$ cat src/fbfc_pkg.sv
package fbfc_pkg;
  // register indices (printed offsets are not all multiples of four)
  localparam logic [3:0] IDX_DATA      = 4'h9;
  localparam logic [3:0] IDX_LEVEL     = 4'ha;
  localparam logic [3:0] IDX_THRESH    = 4'hb;
  localparam logic [3:0] IDX_CTRL      = 4'hc;
  localparam logic [3:0] IDX_FRAME     = 4'hd;
  localparam logic [3:0] IDX_IRQSTAT   = 4'he;
  localparam logic [3:0] IDX_IRQMASK   = 4'hf;
  localparam logic [3:0] IDX_EXCHANGE  = 4'h8;

  localparam int         DEPTH         = 64;
  localparam int         PTR_W         = 6;
  localparam int         CNT_W         = 7;
  localparam int         ID_BYTES      = 10;
  localparam logic [CNT_W-1:0] DEPTH_CNT = 7'h40;
  localparam logic [3:0] ID_LAST       = 4'h9;

  localparam logic [5:0] THRESH_RST    = 6'h08;
  localparam int         BIT_FLUSH     = 7;
  localparam int         BIT_HALT      = 7;
  localparam int         BIT_LAUNCH    = 6;
  localparam int         BIT_COPYID    = 5;
  localparam int         BIT_ROLE      = 4;
  localparam int         BIT_TRIGGER   = 7;

  // interrupt status layout
  localparam int         IRQ_OVF       = 0;
  localparam int         IRQ_NFULL     = 1;
  localparam int         IRQ_NEMPTY    = 2;
  localparam int         IRQ_W         = 3;

  localparam logic [2:0] PHASE_IDLE    = 3'h0;
  localparam logic [2:0] PHASE_WAITTX  = 3'h1;
  localparam logic [2:0] PHASE_SEND    = 3'h3;

  // identifier content is arbitrary
  localparam logic [79:0] ID_DEFAULT   = 80'h0123456789abcdef0011;

  typedef enum logic [1:0] {ST_IDLE, ST_WAITTX, ST_SEND} fbfc_tx_t;
endpackage : fbfc_pkg
$ cat src/fbfc_ctrl.sv
// Implementation choice: the APB slave port.
`timescale 1ns/1ps
// Contract
// RL1: 64-byte queue behind one byte port; write pushes, read pops.
// RL2: queue buffers host bytes and internal serial transmit/receive streams.
// RL3: read-only 7-bit fill count, up on push, down on pop.
// RL4: flush bit resets pointers and overflow flag; reads zero.
// RL5: 6-bit threshold, reset 08h, upper two bits reserved.
// RL6: near-full when free space is at most the threshold.
// RL7: near-empty when stored bytes are at most the threshold.
// RL8: timer-halt bit writes a stop pulse; reads zero.
// RL9: timer-launch bit writes a start pulse; reads zero.
// RL10: copy-identifier bit loads ten stored bytes into queue, then self-clears.
// RL11: role bit: one for initiator, zero for target.
// RL12: read-only count of valid bits in last received byte.
// RL13: transmit trigger starts sending only while exchange command active.
// RL14: receive offset places first received bit, later bits wrap.
// RL15: software keeps receive offset zero except bitwise anticollision.
// RL16: 3-bit count of final-byte bits to send; zero means all.
// RL17: modem phase reads 001 while waiting for transmit trigger.
// RL18: push when full is dropped and flags overflow; empty pop ignored.
module fbfc_ctrl
(
  input  wire logic        sys_clk,        // system clock
  input  wire logic        rst_b,          // async reset, active low
  input  wire logic        psel,           // apb select
  input  wire logic        penable,        // apb enable
  input  wire logic        pwrite,         // apb direction
  input  wire logic [5:0]  paddr,          // apb byte address
  input  wire logic [31:0] pwdata,         // apb write data
  output logic      [31:0] prdata,         // apb read data
  output logic             pready,         // apb ready
  output logic             pslverr,        // apb error
  output logic             irq,            // level interrupt
  input  wire logic        rxPush,         // receive path pushes a byte
  input  wire logic [7:0]  rxByte,         // received byte
  input  wire logic [2:0]  rxFinalValidBits, // valid bits of last rx byte
  input  wire logic        txPop,          // transmit path pops a byte
  input  wire logic        txDone,         // transmit path finished
  output logic      [7:0]  txByte,         // head byte of queue
  output logic             txHasData,      // queue not empty
  output logic             txStart,        // transmit start pulse
  output logic             timerHaltStrobe,   // timer stop pulse
  output logic             timerLaunchStrobe, // timer start pulse
  output logic             roleInitiator,  // initiator role
  output logic      [2:0]  rxBitOffset,    // receive bit offset
  output logic      [2:0]  txFinalBitCount, // bits of final tx byte
  output logic      [2:0]  modemPhase      // modem phase
);

  // ----------------------------------------------------------------
  // storage and state
  // ----------------------------------------------------------------
  logic [7:0]              mem_q [fbfc_pkg::DEPTH];
  logic [fbfc_pkg::PTR_W-1:0] rdPtr_q, wrPtr_q;
  logic [fbfc_pkg::CNT_W-1:0] fillCount_q;
  logic                    overflow_q;
  logic [5:0]              threshold_q;
  logic                    role_q;
  logic [2:0]              rxOffset_q, txBits_q, rxValid_q;
  logic                    exchange_q;
  logic                    copyBusy_q;
  logic [3:0]              copyIdx_q;
  logic [fbfc_pkg::IRQ_W-1:0] irqStat_q, irqMask_q;
  logic [31:0]             prdata_q;
  logic                    pready_q, haltS_q, launchS_q, txStart_q;
  fbfc_pkg::fbfc_tx_t      txState_q;
  logic [2:0]              phase_q;

  // ----------------------------------------------------------------
  // decode
  // ----------------------------------------------------------------
  wire        setup     = psel && !penable;
  wire [3:0]  regIdx    = paddr[5:2];
  wire        wr        = setup && pwrite;
  wire        rd        = setup && !pwrite;
  wire        wrData    = wr && (regIdx == fbfc_pkg::IDX_DATA);
  wire        rdData    = rd && (regIdx == fbfc_pkg::IDX_DATA);
  wire        wrLevel   = wr && (regIdx == fbfc_pkg::IDX_LEVEL);
  wire        wrThresh  = wr && (regIdx == fbfc_pkg::IDX_THRESH);
  wire        wrCtrl    = wr && (regIdx == fbfc_pkg::IDX_CTRL);
  wire        wrFrame   = wr && (regIdx == fbfc_pkg::IDX_FRAME);
  wire        wrStat    = wr && (regIdx == fbfc_pkg::IDX_IRQSTAT);
  wire        wrMask    = wr && (regIdx == fbfc_pkg::IDX_IRQMASK);
  wire        wrExch    = wr && (regIdx == fbfc_pkg::IDX_EXCHANGE);
  wire        mapped    = (regIdx >= fbfc_pkg::IDX_EXCHANGE);
  wire        flush     = wrLevel && pwdata[fbfc_pkg::BIT_FLUSH];           // RL4
  wire        startCopy = wrCtrl && pwdata[fbfc_pkg::BIT_COPYID] && !copyBusy_q;

  // ----------------------------------------------------------------
  // queue push/pop arbitration
  // ----------------------------------------------------------------
  // one push source per cycle: host, then identifier copy, then receive path
  wire        full      = (fillCount_q == fbfc_pkg::DEPTH_CNT);
  wire        empty     = (fillCount_q == '0);
  wire        pushReq   = wrData || copyBusy_q || rxPush;                   // RL2
  wire [7:0]  idByte    = fbfc_pkg::ID_DEFAULT[{copyIdx_q, 3'h0} +: 8];
  wire [7:0]  pushByte  = wrData ? pwdata[7:0] : (copyBusy_q ? idByte : rxByte);
  wire        doPush    = pushReq && !full && !flush;                       // RL18
  wire        popReq    = rdData || (txPop && !rdData);                     // RL2
  wire        doPop     = popReq && !empty && !flush;                       // RL18
  wire        ovfEvent  = pushReq && full && !flush;                        // RL18
  wire        nearFull  = ((fbfc_pkg::DEPTH_CNT - fillCount_q) <= {1'b0, threshold_q}); // RL6
  wire        nearEmpty = (fillCount_q <= {1'b0, threshold_q});             // RL7
  wire [fbfc_pkg::IRQ_W-1:0] irqEvent = {nearEmpty, nearFull, ovfEvent};
  wire [fbfc_pkg::CNT_W-1:0] fillNext =
    fillCount_q + {6'h00, doPush} - {6'h00, doPop};                         // RL3

  // ----------------------------------------------------------------
  // read mux
  // ----------------------------------------------------------------
  wire [7:0]  ctrlRd  = {3'h0, role_q, 1'b0, rxValid_q};                    // RL8 RL9 RL12
  wire [7:0]  frameRd = {1'b0, rxOffset_q, 1'b0, txBits_q};                 // RL13
  wire [7:0]  rdByte  =
    (regIdx == fbfc_pkg::IDX_DATA)    ? mem_q[rdPtr_q] :                    // RL1
    (regIdx == fbfc_pkg::IDX_LEVEL)   ? {1'b0, fillCount_q} :               // RL4 RL3
    (regIdx == fbfc_pkg::IDX_THRESH)  ? {2'h0, threshold_q} :               // RL5
    (regIdx == fbfc_pkg::IDX_CTRL)    ? ctrlRd :
    (regIdx == fbfc_pkg::IDX_FRAME)   ? frameRd :
    (regIdx == fbfc_pkg::IDX_IRQSTAT) ? {5'h00, irqStat_q} :
    (regIdx == fbfc_pkg::IDX_IRQMASK) ? {5'h00, irqMask_q} :
    (regIdx == fbfc_pkg::IDX_EXCHANGE)? {7'h00, exchange_q} : 8'h00;

  // ----------------------------------------------------------------
  // apb slave: one wait-free access phase
  // ----------------------------------------------------------------
  always_ff @(posedge sys_clk or negedge rst_b)
  begin
    if (!rst_b)
    begin
      prdata_q <= '0;
      pready_q <= 1'b0;
      pslverr  <= 1'b0;
    end
    else
    begin
      pready_q <= setup;
      pslverr  <= setup && !mapped;
      // writes and unmapped reads return zero so stale data never leaks
      if (setup)
        prdata_q <= {24'h000000, (rd && mapped) ? rdByte : 8'h00};
    end
  end

  // ----------------------------------------------------------------
  // queue storage
  // ----------------------------------------------------------------
  always_ff @(posedge sys_clk)
  begin
    if (doPush)
      mem_q[wrPtr_q] <= pushByte;                                           // RL1
  end

  always_ff @(posedge sys_clk or negedge rst_b)
  begin
    if (!rst_b)
    begin
      rdPtr_q     <= '0;
      wrPtr_q     <= '0;
      fillCount_q <= '0;
      overflow_q  <= 1'b0;
    end
    else if (flush)
    begin
      rdPtr_q     <= '0;                                                    // RL4
      wrPtr_q     <= '0;
      fillCount_q <= '0;
      overflow_q  <= 1'b0;
    end
    else
    begin
      if (doPush)
        wrPtr_q <= wrPtr_q + 6'h01;
      if (doPop)
        rdPtr_q <= rdPtr_q + 6'h01;
      fillCount_q <= fillNext;                                              // RL3
      if (ovfEvent)
        overflow_q <= 1'b1;                                                 // RL18
    end
  end

  // ----------------------------------------------------------------
  // configuration and identifier copy
  // ----------------------------------------------------------------
  always_ff @(posedge sys_clk or negedge rst_b)
  begin
    if (!rst_b)
    begin
      threshold_q <= fbfc_pkg::THRESH_RST;                                  // RL5
      role_q      <= 1'b0;
      rxOffset_q  <= '0;
      txBits_q    <= '0;
      rxValid_q   <= '0;
      exchange_q  <= 1'b0;
      copyBusy_q  <= 1'b0;
      copyIdx_q   <= '0;
    end
    else
    begin
      if (wrThresh)
        threshold_q <= pwdata[5:0];                                         // RL5
      if (wrCtrl)
        role_q <= pwdata[fbfc_pkg::BIT_ROLE];                               // RL11
      if (wrFrame)
      begin
        rxOffset_q <= pwdata[6:4];                                          // RL14
        txBits_q   <= pwdata[2:0];                                          // RL16
      end
      if (wrExch)
        exchange_q <= pwdata[0];
      if (rxPush)
        rxValid_q <= rxFinalValidBits;                                      // RL12
      if (startCopy)
      begin
        copyBusy_q <= 1'b1;                                                 // RL10
        copyIdx_q  <= '0;
      end
      else if (copyBusy_q && !wrData && !full)
      begin
        copyIdx_q <= copyIdx_q + 4'h1;
        if (copyIdx_q == fbfc_pkg::ID_LAST)
          copyBusy_q <= 1'b0;                                               // RL10
      end
    end
  end

  // ----------------------------------------------------------------
  // strobes and transmit phase
  // ----------------------------------------------------------------
  wire trigger = wrFrame && pwdata[fbfc_pkg::BIT_TRIGGER];

  always_ff @(posedge sys_clk or negedge rst_b)
  begin
    if (!rst_b)
    begin
      haltS_q   <= 1'b0;
      launchS_q <= 1'b0;
      txStart_q <= 1'b0;
      txState_q <= fbfc_pkg::ST_IDLE;
      phase_q   <= fbfc_pkg::PHASE_IDLE;
    end
    else
    begin
      haltS_q   <= wrCtrl && pwdata[fbfc_pkg::BIT_HALT];                    // RL8
      launchS_q <= wrCtrl && pwdata[fbfc_pkg::BIT_LAUNCH];                  // RL9
      txStart_q <= 1'b0;
      case (txState_q)
        fbfc_pkg::ST_IDLE:
        begin
          phase_q <= fbfc_pkg::PHASE_IDLE;
          if (exchange_q)
          begin
            txState_q <= fbfc_pkg::ST_WAITTX;
            phase_q   <= fbfc_pkg::PHASE_WAITTX;                            // RL17
          end
        end
        fbfc_pkg::ST_WAITTX:
        begin
          if (!exchange_q)
          begin
            txState_q <= fbfc_pkg::ST_IDLE;
            phase_q   <= fbfc_pkg::PHASE_IDLE;
          end
          else if (trigger)
          begin
            txStart_q <= 1'b1;                                              // RL13
            txState_q <= fbfc_pkg::ST_SEND;
            phase_q   <= fbfc_pkg::PHASE_SEND;
          end
        end
        fbfc_pkg::ST_SEND:
        begin
          if (txDone || !exchange_q)
          begin
            txState_q <= fbfc_pkg::ST_IDLE;
            phase_q   <= fbfc_pkg::PHASE_IDLE;
          end
        end
        default:
          txState_q <= fbfc_pkg::ST_IDLE;
      endcase
    end
  end

  // ----------------------------------------------------------------
  // interrupts: sticky, write one to clear, set wins
  // ----------------------------------------------------------------
  logic irq_q;
  logic [7:0] txByte_q;
  logic txHas_q;

  always_ff @(posedge sys_clk or negedge rst_b)
  begin
    if (!rst_b)
    begin
      irqStat_q <= '0;
      irqMask_q <= '0;
      irq_q     <= 1'b0;
      txByte_q  <= '0;
      txHas_q   <= 1'b0;
    end
    else
    begin
      irqStat_q <= (irqStat_q & ~(wrStat ? pwdata[2:0] : 3'h0)) | irqEvent;
      if (wrMask)
        irqMask_q <= pwdata[2:0];
      irq_q    <= |(irqStat_q & irqMask_q);
      txByte_q <= mem_q[rdPtr_q];
      txHas_q  <= !empty;
    end
  end

  assign prdata            = prdata_q;
  assign pready            = pready_q;
  assign irq               = irq_q;
  assign txByte            = txByte_q;
  assign txHasData         = txHas_q;
  assign txStart           = txStart_q;
  assign timerHaltStrobe   = haltS_q;
  assign timerLaunchStrobe = launchS_q;
  assign roleInitiator     = role_q;
  assign rxBitOffset       = rxOffset_q;
  assign txFinalBitCount   = txBits_q;
  assign modemPhase        = phase_q;

endmodule : fbfc_ctrl

$ cat config.mk
export PLATFORM = sky130hd
export DESIGN_NAME = fbfc_ctrl
export DESIGN_NICKNAME = d
export VERILOG_FILES = /design/src/fbfc_pkg.sv /design/src/fbfc_ctrl.sv
export SDC_FILE = /design/constraint.sdc
export NUM_CORES = 1
export LEC_CHECK = 0
export BUFFER_PORTS_ARGS = -buffer_cell sky130_fd_sc_hd__clkbuf_2
export CORE_ASPECT_RATIO = 1.75
export CORE_MARGIN = 2
export CORE_UTILIZATION = 55
export DETAILED_ROUTE_END_ITERATION = 8
export GPL_ROUTABILITY_DRIVEN = 0
export PLACE_DENSITY_LB_ADDON = 0.12
export SKIP_LAST_GASP = 1
export SYNTH_ARGS = -nofsm -noshare
export SYNTH_HDL_FRONTEND = slang
export SYNTH_SLANG_ARGS = --single-unit
$ cat constraint.sdc
create_clock -name sys_clk -period 4.37 [get_ports sys_clk]
set_input_delay 0.437 -clock sys_clk [delete_from_list [all_inputs] [get_ports sys_clk]]
set_output_delay 0.437 -clock sys_clk [all_outputs]
set_load 0.1 [all_outputs]
== Word level (Yosys, flattened, before mapping) ==
Memory sizes are Yosys's and may differ from the RTL's.
Cells that the tools add are included.

* Add/subtract/negate cells: 6
* Magnitude comparators: 3
* Equal/unequal tests: 15
* Shift operators: 1
* Muxes and demuxes: 37
* Bitwise operators: 4
* Reduce and logical (&&, ||, !) cells: 54

{| class="wikitable"
|+ Operators with widths
! cell !! count
|-
| $shiftx A80 B8 Y8 const A || 1
|-
| $eq A4 B4 Y1 const B || 9
|-
| $mux W7 || 5
|-
| $mux W8 || 4
|-
| $logic_and A1 B1 Y1 || 29
|-
| $mux W6 || 4
|-
| $mux W3 || 6
|-
| $le A7 B6 Y1 || 2
|-
| $add A6 B1 Y6 const B || 2
|-
| $logic_not A1 Y1 || 10
|-
| $mux W1 || 10
|-
| $pmux W3 S3 || 1
|-
| $mux W2 || 4
|-
| $mux W4 || 2
|-
| $reduce_bool A2 Y1 || 4
|-
| $add A7 B1 Y7 || 1
|-
| $eq A7 B7 Y1 const B || 1
|-
| $logic_not A7 Y1 || 1
|-
| $sub A7 B1 Y7 || 1
|-
| $sub A7 B7 Y7 const A || 1
|-
| $and A3 B3 Y3 || 2
|-
| $pmux W2 S3 || 1
|-
| $reduce_and A3 Y1 || 2
|-
| $add A4 B1 Y4 const B || 1
|-
| 12 further kinds || 16
|}

* Register bits: 75
* Bits in writable memories: 512
* Input bits: 57
* Output and inout port bits: 57
* Logic and storage cells: 145
* Memories: 1

{| class="wikitable"
|+ Memory list
! name !! words !! bits a word !! rd ports !! clocked after memory_dff !! write ports !! line !! RTL
|-
| mem_q || 64 || 8 || 1 || 0 || 1 || fbfc_ctrl.sv:54 || <nowiki>logic [7:0] mem_q [fbfc_pkg::DEPTH];</nowiki>
|}

== Depth between registers and ports, before layout ==
Gate-level depths: netlist (run 1).

* Depth after elaboration: 11
* Gate-level depth with buffers: 18
* Gate-level depth less buffers: 18

== Worst setup path before layout (run 1) ==
Ideal clock, no wire load.

* Path type: reg-to-reg
* From: register copyIdx_q[1]
* To: memory mem_q[0][1] (data pin)
* Setup time: 0.702 ns
* Arrival: 3.588 ns
* Data required time: 3.668 ns
* Setup slack: 0.080 ns
* Cell stages (with the launch flop): 7
* Path buffers: 0
* Clock period less this slack: 4.290 ns
* Path through: dfrtp_1 inv_1 ha_1 a21oi_1 o211ai_1 o21ai_0 o21ai_0

* Word-level cells in the longest chain between the ends: 3

{| class="wikitable"
|+ Ends and longest elaborated chain
! item !! line !! RTL
|-
| start, declared || fbfc_ctrl.sv:63 || <nowiki>logic [3:0] copyIdx_q;</nowiki>
|-
| start signal, assigned || fbfc_ctrl.sv:220 || <nowiki>copyIdx_q <= copyIdx_q + 4'h1;</nowiki>
|-
| $shiftx A80 B8 Y8 || fbfc_ctrl.sv:97 || <nowiki>wire [7:0] idByte = fbfc_pkg::ID_DEFAULT[{copyIdx_q, 3'h0} +: 8];</nowiki>
|-
| $mux W8 (2 in a row) || fbfc_ctrl.sv:98 || <nowiki>wire [7:0] pushByte = wrData ? pwdata[7:0] : (copyBusy_q ? idByte : rxByte);</nowiki>
|-
| via pushByte[1] || fbfc_ctrl.sv:98 ||
|-
| end, declared || fbfc_ctrl.sv:54 ||
|}

The timed path passes the listed nets, and every way through them passes these cells.

== Final worst setup path (run 1) ==
* From: register fillCount_q[4] in the netlist's numbering
* To: register fillCount_q[6] in the netlist's numbering

* Word-level cells in the longest chain between the ends: 7
* Elaborated cells between the ends (all ways): 11
* Those cells by class: add/sub: 2; eq/ne: 1; mux: 1; reduce/logical: 7

{| class="wikitable"
|+ Ends and longest elaborated chain
! item !! line !! RTL
|-
| start, declared || fbfc_ctrl.sv:56 || <nowiki>logic [fbfc_pkg::CNT_W-1:0] fillCount_q;</nowiki>
|-
| start signal, assigned || fbfc_ctrl.sv:176 || <nowiki>fillCount_q <= fillNext;</nowiki>
|-
| $eq A7 B7 Y1 || fbfc_ctrl.sv:94 || <nowiki>wire full = (fillCount_q == fbfc_pkg::DEPTH_CNT);</nowiki>
|-
| $logic_not A1 Y1 || fbfc_ctrl.sv:99 || <nowiki>wire doPush = pushReq && !full && !flush;</nowiki>
|-
| $logic_and A1 B1 Y1 (2 in a row) || fbfc_ctrl.sv:99 ||
|-
| $add A7 B1 Y7 || fbfc_ctrl.sv:107 || <nowiki>fillCount_q + {6'h00, doPush} - {6'h00, doPop};</nowiki>
|-
| $sub A7 B1 Y7 * || fbfc_ctrl.sv:107 ||
|-
| $mux W7 * || fbfc_ctrl.sv:163 || <nowiki>else if (flush)</nowiki>
|}

Every way passes the cells marked *; elsewhere a longest branch is shown, timed or not.
A chain may end at the register's enable or synchronous reset.

==> metrics.csv, run 1 <==
stage;metric;value;unit
logic_synthesis;post-synthesis xor/xnor area fraction;0.792;%
grt;Overflow after GRT;0;
logic_synthesis;largest family of logic cells by synthesized area;multiplexers;
critical_path;critical path capture point type;flop;
floorplan;die width;163;microns
logic_synthesis;main flop type after synthesis;edfxtp_1;
floorplan;cell row count;102;
timing;min Tclk post-route;3.57;ns
layout;layout cells sized above 1;27.1;%
clock_network;hold_buf cts;0;
layout;final core occ;62.3;%
clock_network;clock latency on the worst-skew pair;0.58;ns
logic_synthesis;mux cell area share after synthesis;15.5;%
logic_synthesis;Post-Syn Area;24300;sq um
drt;DRT Wirelength;54500;microns
clock_network;CTS buffer count;51;
logic_synthesis;Syn Area/Cell;18.1;sq um
timing;Slew @ Worst Pin;1.27;ns
placement;dpl hpwl;36100;microns
critical_path;register-to-register setup slack;0.80;ns
logic_synthesis;Yosys top cell area share;63.2;%
run_status;status;finished clean;
clock_network;CTS sink count;586;
logic_synthesis;post-synth top area cell;edfxtp_1;
placement;# placed instances;1999;
logic_synthesis;Netlist cell types;66;
clock_network;clk buf depth;3;
logic_synthesis;Yosys Warn Count;0;
logic_synthesis;Post-synth EDFFs;512;
layout;commonest non-fill, non-tap cell in the layout;edfxtp_1;
floorplan;Core Box Area;43900;sq um
critical_path;Critical Path AT;4.04;ns
critical_path;Critical Path RT;4.84;ns
layout;synth-to-layout area growth;12.5;%
logic_synthesis;#FFs+latches synth;586;
logic_synthesis;area share of fa/ha/maj cells after synthesis;1.93;%
layout;antenna cells;0;
drt;routed via count;12400;
clock_network;post_cts resized;0;
drt;Post-DRT Antenna Nets;0;
layout;Design Area, Final;27400;sq um
floorplan;die height;282;microns
grt;largest net degree at the start of global routing;75;
timing;Tcrit/Tclk final;81.7;%
critical_path;Reg2Reg Depth;18;
timing;final hold vios;0;
timing;clk_skew;0.0109;ns
clock_network;CTS tree;built;
job;maxcap violations;0;
timing;Post-Route Setup TNS;0;ns
critical_path;Crit Path Class;flop to flop;
grt;GRT Total Usage;24.4;%
clock_network;Clock transition at path regs;0.06;ns
logic_synthesis;Synth Area in Compound Gates;3.42;%
floorplan;Initial Utilization;55.4;%
grt;vias in the first global route;13000;
drt;Vias/cell;5.93;
placement;IO buf count;62;
layout;final net count;1574;
layout;Non-Filler Instances;2095;
power;maximum VDD drop;0.000463;V
clock_network;Setup Buffers After CTS;0;
floorplan;io pins;114;
min_path;HP Class;input port to async pin;
clock_network;Root Driver;clkbuf_16;
logic_synthesis;Post-synth ARST share;12.6;%
floorplan;DIE AREA;46000;sq um
logic_synthesis;Synth area leaders;edfxtp_1 63%, mux4_2 13%, dfrtp_1 7.5%;
timing;Rel. slew slack;15.0;%
grt;antenna violations before repair;0;
logic_synthesis;post-synthesis simple-gate area fraction;4.89;%
timing;RSZ-0062 raised after global routing;no;
timing;f_max;0.280;GHz
timing;Final setup viols;0;
layout;most frequent cells in the layout;512 x edfxtp_1, 138 x mux4_2, 125 x nor2_1;
logic_synthesis;sequential share of the synthesized area;70.8;%
clock_network;H-tree depth;2;
placement;placed cell area;25700;sq um
power;Leak;9.53;nW
drt;DRC Markers;0;
drt;drt first pass iters;7;
grt;global-route wire length before repair;81300;microns
timing;Max Slew Vio Count;0;
logic_synthesis;Mapped Cells;1343;
drt;Starting DRT DRC Count;1125;
power;Power Dens Cells;642;nW/um^2
critical_path;Startpoint Class;flop;
critical_path;Worst Path Max Fanout;7;
drt;Wirelength per Cell;26.0;microns
-- synth_stat cells (4+ instances only) --
library cell  instances
mux4_2              138
xnor2_1              16
clkbuf_1             26
o21ai_0              15
nand3b_1              5
nor2b_1              16
nand3_1              12
a22o_1                4
inv_1                28
nand2b_1              8
mux2i_1              42
nand4_1               7
buf_1                 8
nand2_1              48
dfrtp_1              73
buf_6                 5
edfxtp_1            512
a22oi_1              16
xor2_1                6
or2_2                 5
and3_1                6
ha_1                 36
and2_1                4
nor3_1                4
a221oi_1              8
buf_2                16
mux2_2               22
o221ai_1              8
o21ai_1               7
o21a_1                6
a21oi_1              25
nor2_1              129
buf_4                32
-- cells by family after synthesis --
kind of cell | after synthesis
AOI/OAI and AO/OA | 119
xor gates and xnor gates | 22
adders and majority gates | 37
buffers and inverters | 118
DFF | 586
muxes | 202
other | 1
and+or+nand+nor | 258
-- registers in the layout, indices dropped and copies added (netlist names), 3 cells and up --
register	count
threshold_q	6
wrPtr_q	6
prdata	8
mem_q	512
rdPtr_q	6
txFinalBitCount	3
fillCount_q	7
rxValid_q	3
rxBitOffset	3
copyIdx_q	4
irqMask_q	3
txByte	8
irqStat_q	3
-- layer usage --
layer | routed length, microns | vias up | track usage (%)
met5 | 0 | - | 0
met4 | 1640 | 0 | 7.60
met3 | 2470 | 95 | 2.60
met2 | 30000 | 386 | 45.6
met1 | 20400 | 6418 | 29.6
li1 | - | 5526 | -
-- path summary, 6_finish.rpt --
path	start	to
min	rst_b	fillCount_q[5]
min in group sys_clk	rxFinalValidBits[0]	rxValid_q[0]
max in group asynchronous	rst_b	rdPtr_q[0]
max reg2reg	fillCount_q[4]	fillCount_q[6]
max	fillCount_q[4]	fillCount_q[6]
min reg2reg	prdata[1]	prdata[1]
-- power by group --
part | internal, mW | switching, mW
Sequential | 6.80 | 0.454
Combinational | 2.30 | 3.54
Clock | 2.50 | 1.97
-- cell type report --
class	instances	area [sq um]
Clock buffer	64	1420
Clock inverter	32	253
Fill cell	3129	16500
Inverter	30	113
Multi-Input combinational cell	663	6630
Sequential cell	586	17200
Tap cell	572	716
Timing Repair Buffer	148	996
-- worst max-delay path, stage by stage (launching register included) --
cell and delay (ns):
dfrtp_1 0.41, inv_1 0.21, ha_1 0.23, nand3_1 0.13
or2_2 0.33, o21a_1 0.21, nor2b_1 0.19, ha_1 0.27
inv_1 0.05, ha_1 0.15, inv_1 0.06, fa_1 0.43
o21bai_1 0.17, a21oi_1 0.13, nor2_1 0.10, nor2_1 0.05
o21bai_1 0.15, xnor2_1 0.13, nor2_1 0.05
-- metrics by stage --
step / total power [mW] / setup WS, ns / hold WS, ns
finish: 17.6 / 0.799 / 0.000583
global route: 18.3 / 0.506 / 0.0716
CTS: 17.7 / 0.712 / 0.0296
detailed placement: 13.3 / 0.574 / 0.467
global placement: 13.2 / 0.548 / 0.459
floorplan: 11.5 / 0.0802 / 0.141
Note: power is estimated with default switching activity, not from simulation.
==> run 2, diff against run 1 <==
==> constraint.sdc (replaced) <==
create_clock -name sys_clk -period 3.75 [get_ports sys_clk]
set_input_delay 0.375 -clock sys_clk [delete_from_list [all_inputs] [get_ports sys_clk]]
set_output_delay 0.375 -clock sys_clk [all_outputs]
set_load 0.1 [all_outputs]
==> metrics.csv, run 2 (synthesis results as in run 1) <==
stage;metric;value;unit;change
clock_network;Setup Buffers After CTS;0;;unchanged
power;maximum VDD drop;0.000898;V;was 0.000463 V
power;Leak;9.66;nW;was 9.53 nW
grt;Overflow after GRT;0;;unchanged
placement;Setup WS pre-CTS;0.294;ns;was 0.574 ns
drt;drt first pass iters;5;;was 7
grt;GRT Total Usage;24.7;%;was 24.4%
clock_network;post_cts resized;0;;unchanged
timing;hold slack;0.0455;ns;was 0.000583 ns
clock_network;clk buf depth;3;;unchanged
grt;global-route wire length before repair;82300;microns;was 81300 microns
critical_path;Critical Path AT;3.85;ns;was 4.04 ns
layout;layout cells sized above 1;28.0;%;was 27.1%
drt;DRC Markers;0;;unchanged
floorplan;Core Box Area;43900;sq um;unchanged
critical_path;Startpoint Class;flop;;unchanged
timing;min Tclk post-route;3.40;ns;was 3.57 ns
layout;max reg flops;512;;unchanged
critical_path;crit-path cells;inv_1, ha_1, nand3_1, or2_2, o21a_1, nor2b_1, ha_1, inv_1, ha_1, inv_1, fa_1, o21bai_1, a21oi_1, nor2_1, nor2_1, o21bai_1, xnor2_1, nor2_1;;unchanged
drt;Wirelength per Cell;26.3;microns;was 26.0 microns
drt;Vias/cell;5.98;;was 5.93
placement;dpl hpwl;37400;microns;was 36100 microns
timing;Tcrit/Tclk final;90.5;%;was 81.7%
floorplan;DIE AREA;46000;sq um;unchanged
floorplan;cell row count;102;;unchanged
power;Power Dens Cells;754;nW/um^2;was 642 nW/um^2
run_status;status;finished clean;;unchanged
floorplan;die width;163;microns;unchanged
clock_network;Root Driver;clkbuf_16;;unchanged
floorplan;Initial Utilization;55.4;%;unchanged
placement;IO buf count;62;;unchanged
timing;clk_skew;0.0300;ns;was 0.0109 ns
layout;antenna cells;0;;unchanged
drt;routed via count;12700;;was 12400
clock_network;CTS sink count;586;;unchanged
timing;f_max;0.295;GHz;was 0.280 GHz
grt;antenna violations before repair;0;;unchanged
clock_network;Clock transition at path regs;0.07;ns;was 0.06 ns
floorplan;io pins;114;;unchanged
clock_network;CTS buffer count;51;;unchanged
critical_path;Worst Path Max Fanout;5;;was 7
drt;Starting DRT DRC Count;1202;;was 1125
drt;Post-DRT Antenna Nets;0;;unchanged
layout;Design Area, Final;27600;sq um;was 27400 sq um
layout;final core occ;62.9;%;was 62.3%
layout;commonest non-fill, non-tap cell in the layout;edfxtp_1;;unchanged
critical_path;Critical Path Slowest Stage Cell;dfrtp_1;;was fa_1
clock_network;CTS tree;built;;unchanged
layout;synth-to-layout area growth;13.6;%;was 12.5%
critical_path;CP max stage delay;0.45;ns;was 0.43 ns
layout;Top reg by flops;mem_q;;unchanged
critical_path;Crit Path Class;flop to flop;;unchanged
placement;placed cell area;25900;sq um;was 25700 sq um
timing;Post-Route Setup TNS;0;ns;unchanged
timing;RSZ-0062 raised after global routing;no;;unchanged
timing;Rel. slew slack;39.7;%;was 15.0%
grt;vias in the first global route;13200;;was 13000
grt;largest net degree at the start of global routing;65;;was 75
floorplan;die height;282;microns;unchanged
layout;most frequent cells in the layout;512 x edfxtp_1, 138 x mux4_2, 125 x nor2_1;;unchanged
clock_network;clock latency on the worst-skew pair;0.59;ns;was 0.58 ns
job;maxcap violations;0;;unchanged
critical_path;Critical Path RT;4.20;ns;was 4.84 ns
critical_path;critical path capture point type;flop;;unchanged
layout;FILL cells;3146;;was 3129
timing;final hold vios;0;;unchanged
timing;Final setup viols;0;;unchanged
drt;DRT Wirelength;55800;microns;was 54500 microns
timing;Max Slew Vio Count;0;;unchanged
layout;final net count;1596;;was 1574
timing;Slew @ Worst Pin;0.903;ns;was 1.27 ns
clock_network;H-tree depth;2;;unchanged
min_path;HP Class;input port to flop;;was input port to async pin
timing;Setup WS post-layout;0.355;ns;was 0.799 ns
-- run 2: final timing paths --
check / depth (start not counted) / slack (ns) / end / startpoint
max: 18 / 0.35 / fillCount_q[6] / fillCount_q[1]
min: 3 / 0.05 / threshold_q[3] / pwdata[3]
max reg2reg: 18 / 0.35 / fillCount_q[6] / fillCount_q[1]
min reg2reg: 2 / 0.47 / prdata[1] / prdata[1]
max in group asynchronous: 3 / 2.53 / txByte[6] / rst_b
min in group asynchronous: 2 / 0.35 / rxBitOffset[0] / rst_b
-- run 2: worst max-delay path: cells and delay by family (launching register included) --
| family | cells | cell delay [ns] |
|---|---|---|
| buffers and inverters | 3 | 0.25 |
| and+or+nand+nor | 6 | 0.78 |
| AOI/OAI and AO/OA | 4 | 0.57 |
| adders and majority gates | 4 | 1.09 |
| DFF | 1 | 0.45 |
| xor gates and xnor gates | 1 | 0.13 |
-- run 2: area by class of cell --
class | count | area, sq um | share of cell area, %
Clock buffer | 61 | 1340 | 4.83
Clock inverter | 35 | 385 | 1.39
Inverter | 30 | 113 | 0.408
Multi-Input combinational cell | 663 | 6630 | 24.0
Sequential cell | 586 | 17200 | 62.4
Tap cell | 572 | 716 | 2.59
Timing Repair Buffer | 170 | 1210 | 4.39
-- run 2: where the power goes --
part / leakage [nW] / internal [mW] / switching, mW / total, mW
registers: 5.52 / 7.93 / 0.445 / 8.37
logic: 3.31 / 2.78 / 4.27 / 7.05
clock network: 0.830 / 3.05 / 2.35 / 5.40
total: 9.66 / 13.8 / 7.06 / 20.8
-- run 2: timing repair --
| action | in CTS | in global routing |
|---|---|---|
| hold buffers | 1 | 0 |
| hold endpoints to repair | 42 | 0 |
| setup endpoints to repair | 0 | 0 |
-- run 2: through the flow --
stage          power (mW)  std cells
2_1_floorplan        13.4       1367
5_1_grt              21.7       2117
6_report             20.8       2117
3_3_place_gp         15.5       2020
4_1_cts              21.0       2117
3_5_place_dp         15.6       2020
-- run 2: routing by layer --
metal | wire (microns) | share of wire [%] | vias to the layer above | track usage (%)
met1 | 20100 | 36 | 6585 | 28.3
met3 | 2310 | 4.1 | 119 | 2.74
met2 | 31200 | 56 | 394 | 47.0
met4 | 2200 | 3.9 | 0 | 9.73
li1 | - | - | 5565 | -
met5 | 0 | 0 | - | 0
==> run 3, diff against run 2 <==
--- a/config.mk
+++ b/config.mk
@@ -8,11 +8,12 @@
 export BUFFER_PORTS_ARGS = -buffer_cell sky130_fd_sc_hd__clkbuf_2
 export CORE_ASPECT_RATIO = 1.75
 export CORE_MARGIN = 2
-export CORE_UTILIZATION = 55
+export CORE_UTILIZATION = 45
 export DETAILED_ROUTE_END_ITERATION = 8
 export GPL_ROUTABILITY_DRIVEN = 0
 export PLACE_DENSITY_LB_ADDON = 0.12
 export SKIP_LAST_GASP = 1
+export SLEW_MARGIN = 30
 export SYNTH_ARGS = -nofsm -noshare
 export SYNTH_HDL_FRONTEND = slang
 export SYNTH_SLANG_ARGS = --single-unit
==> metrics.csv, run 3 (synthesis results as in run 1) <==
stage;metric;value;unit;change
run_status;status;finished clean;;unchanged
drt;Starting DRT DRC Count;767;;was 1202
grt;largest net degree at the start of global routing;65;;unchanged
critical_path;Critical Path Slowest Stage Cell;dfrtp_1;;unchanged
drt;drt first pass iters;5;;unchanged
critical_path;Worst Path Max Fanout;5;;unchanged
grt;vias in the first global route;13300;;was 13200
layout;final core occ;52.0;%;was 62.9%
clock_network;Clock transition at path regs;0.07;ns;about the same
critical_path;Critical Path RT;4.25;ns;was 4.20 ns
floorplan;Core Box Area;53400;sq um;was 43900 sq um
placement;Setup WS pre-CTS;0.281;ns;was 0.294 ns
drt;routed via count;12600;;was 12700
critical_path;Reg2Reg Depth;18;;unchanged
drt;DRT Wirelength;58600;microns;was 55800 microns
timing;Post-Route Setup TNS;0;ns;unchanged
layout;Storage cell area;17200;sq um;unchanged
critical_path;Critical Path Stages;18;;unchanged
layout;Design Area, Final;27800;sq um;was 27600 sq um
power;Power Dens Cells;742;nW/um^2;was 754 nW/um^2
clock_network;CTS buffer count;52;;was 51
layout;most frequent cells in the layout;512 x edfxtp_1, 138 x mux4_2, 125 x nor2_1;;unchanged
placement;dpl hpwl;39600;microns;was 37400 microns
critical_path;number of buffers and inverters on the critical path;3;;unchanged
timing;Max Slew Vio Count;0;;unchanged
placement;IO buf count;62;;unchanged
clock_network;clk buf depth;3;;unchanged
timing;f_max;0.297;GHz;was 0.295 GHz
layout;commonest non-fill, non-tap cell in the layout;edfxtp_1;;unchanged
layout;layout cells sized above 1;28.3;%;was 28.0%
timing;Tcrit/Tclk final;89.7;%;was 90.5%
grt;antenna violations before repair;0;;unchanged
grt;Overflow after GRT;0;;unchanged
clock_network;clock latency on the worst-skew pair;0.62;ns;was 0.59 ns
critical_path;critical path capture point type;flop;;unchanged
critical_path;CP max stage delay;0.45;ns;about the same
grt;global-route wire length before repair;87000;microns;was 82300 microns
layout;Non-Filler Instances;2245;;was 2117
layout;FILL cells;4291;;was 3146
drt;Wirelength per Cell;26.1;microns;was 26.3 microns
critical_path;Crit Path Class;flop to flop;;unchanged
timing;RSZ-0062 raised after global routing;no;;unchanged
timing;min Tclk post-route;3.36;ns;was 3.40 ns
job;maxcap violations;0;;unchanged
clock_network;CTS sink count;586;;unchanged
drt;DRC Markers;0;;unchanged
layout;Top reg by flops;mem_q;;unchanged
timing;Slew @ Worst Pin;0.969;ns;was 0.903 ns
floorplan;io pins;114;;unchanged
timing;clk_skew;0.0287;ns;was 0.0300 ns
floorplan;cell row count;112;;was 102
floorplan;DIE AREA;56000;sq um;was 46000 sq um
timing;final hold vios;0;;unchanged
layout;max reg flops;512;;unchanged
drt;Vias/cell;5.62;;was 5.98
floorplan;die width;180;microns;was 163 microns
clock_network;CTS tree;built;;unchanged
min_path;hold path depth;3;;unchanged
clock_network;Root Driver;clkbuf_16;;unchanged
layout;area occupied by multi-input gates;6630;sq um;unchanged
layout;synth-to-layout area growth;14.2;%;was 13.6%
critical_path;CP top delay family;adder cells;;unchanged
layout;antenna cells;0;;unchanged
floorplan;Initial Utilization;45.6;%;was 55.4%
critical_path;Critical Path AT;3.87;ns;was 3.85 ns
critical_path;Startpoint Class;flop;;unchanged
critical_path;crit-path cells;inv_1, ha_1, nand3_1, or2_2, o21a_1, nor2b_1, ha_1, inv_1, ha_1, inv_1, fa_1, o21bai_1, a21oi_1, nor2_1, nor2_1, o21bai_1, xnor2_1, nor2_1;;unchanged
power;maximum VDD drop;0.000432;V;was 0.000898 V
timing;Final setup viols;0;;unchanged
placement;# placed instances;2147;;was 2020
grt;GRT Total Usage;21.2;%;was 24.7%
drt;Post-DRT Antenna Nets;0;;unchanged
layout;final net count;1617;;was 1596
placement;placed cell area;26200;sq um;was 25900 sq um
min_path;HP Class;input port to flop;;unchanged
floorplan;die height;312;microns;was 282 microns
clock_network;Setup Buffers After CTS;0;;unchanged
power;Leak;9.68;nW;was 9.66 nW
clock_network;H-tree depth;2;;unchanged
timing;Setup WS post-layout;0.386;ns;was 0.355 ns
timing;Rel. slew slack;35.4;%;was 39.7%
[run 3: cell types whose count changed in the layout (fill, tap and decap cells not counted), sizes merged]
cell	before	now
bufinv	7	0
clkinv	20	21
dlygate4sd3	1	6
inv	33	31
buf	108	123
clkbuf	122	126
[run 3: through the flow]
stage / hold WS, ns / total power, mW
2_1_floorplan: 0.0794 / 13.4
3_3_place_gp: 0.429 / 15.8
3_5_place_dp: 0.442 / 15.9
4_1_cts: 0.0337 / 20.9
5_1_grt: 0.0741 / 21.5
6_report: 0.0564 / 20.6
[run 3: where the power goes]
part           switching [mW]  leakage [nW]  internal (mW)
clock network            2.39         0.745           2.59
logic                    4.27          3.42           2.90
registers               0.550          5.52           7.93
total                    7.21          9.68           13.4
[run 3: what timing repair did]
item	in CTS	in global routing
hold buffers	6	0
setup endpoints to repair	0	0
gates resized for setup	0	0
hold endpoints to repair	48	0
[run 3: area by class of cell]
class                   instances  area share (%)
clock inverters                27           0.644
flip-flops and latches        586            62.0
well taps                     684            3.08
multi-input cells             663            23.9
clock buffers                  65            4.90
repair buffers                190            5.09
inverters                      30           0.405
[run 3: layer usage]
metal,vias up,wire [microns],global-route usage (%)
li1,5601,-,-
met1,6628,21900,24.5
met2,309,32600,39.8
met3,84,2160,2.68
met4,0,1920,7.63
met5,-,0,0
[run 3: worst register-to-register path, stage by stage, from the launching register on]
cell      delay (ns)
dfrtp_1         0.45
inv_1           0.13
ha_1            0.23
nand3_1         0.12
or2_2           0.33
o21a_1          0.14
nor2b_1         0.14
ha_1            0.27
inv_1           0.05
ha_1            0.17
inv_1           0.07
fa_1            0.42
o21bai_1        0.16
a21oi_1         0.12
nor2_1          0.10
nor2_1          0.04
o21bai_1        0.14
xnor2_1         0.13
nor2_1          0.05
[run 3: final timing paths]
path / startpoint / endpoint / slack [ns]
hold reg to reg: prdata[1] / prdata[1] / 0.48
setup reg to reg: fillCount_q[1] / fillCount_q[6] / 0.39
max in group asynchronous: rst_b / txByte[4] / 2.55
setup / recovery: fillCount_q[1] / fillCount_q[6] / 0.39
hold / removal: pwdata[5] / threshold_q[5] / 0.06
min in group asynchronous: rst_b / roleInitiator / 0.32
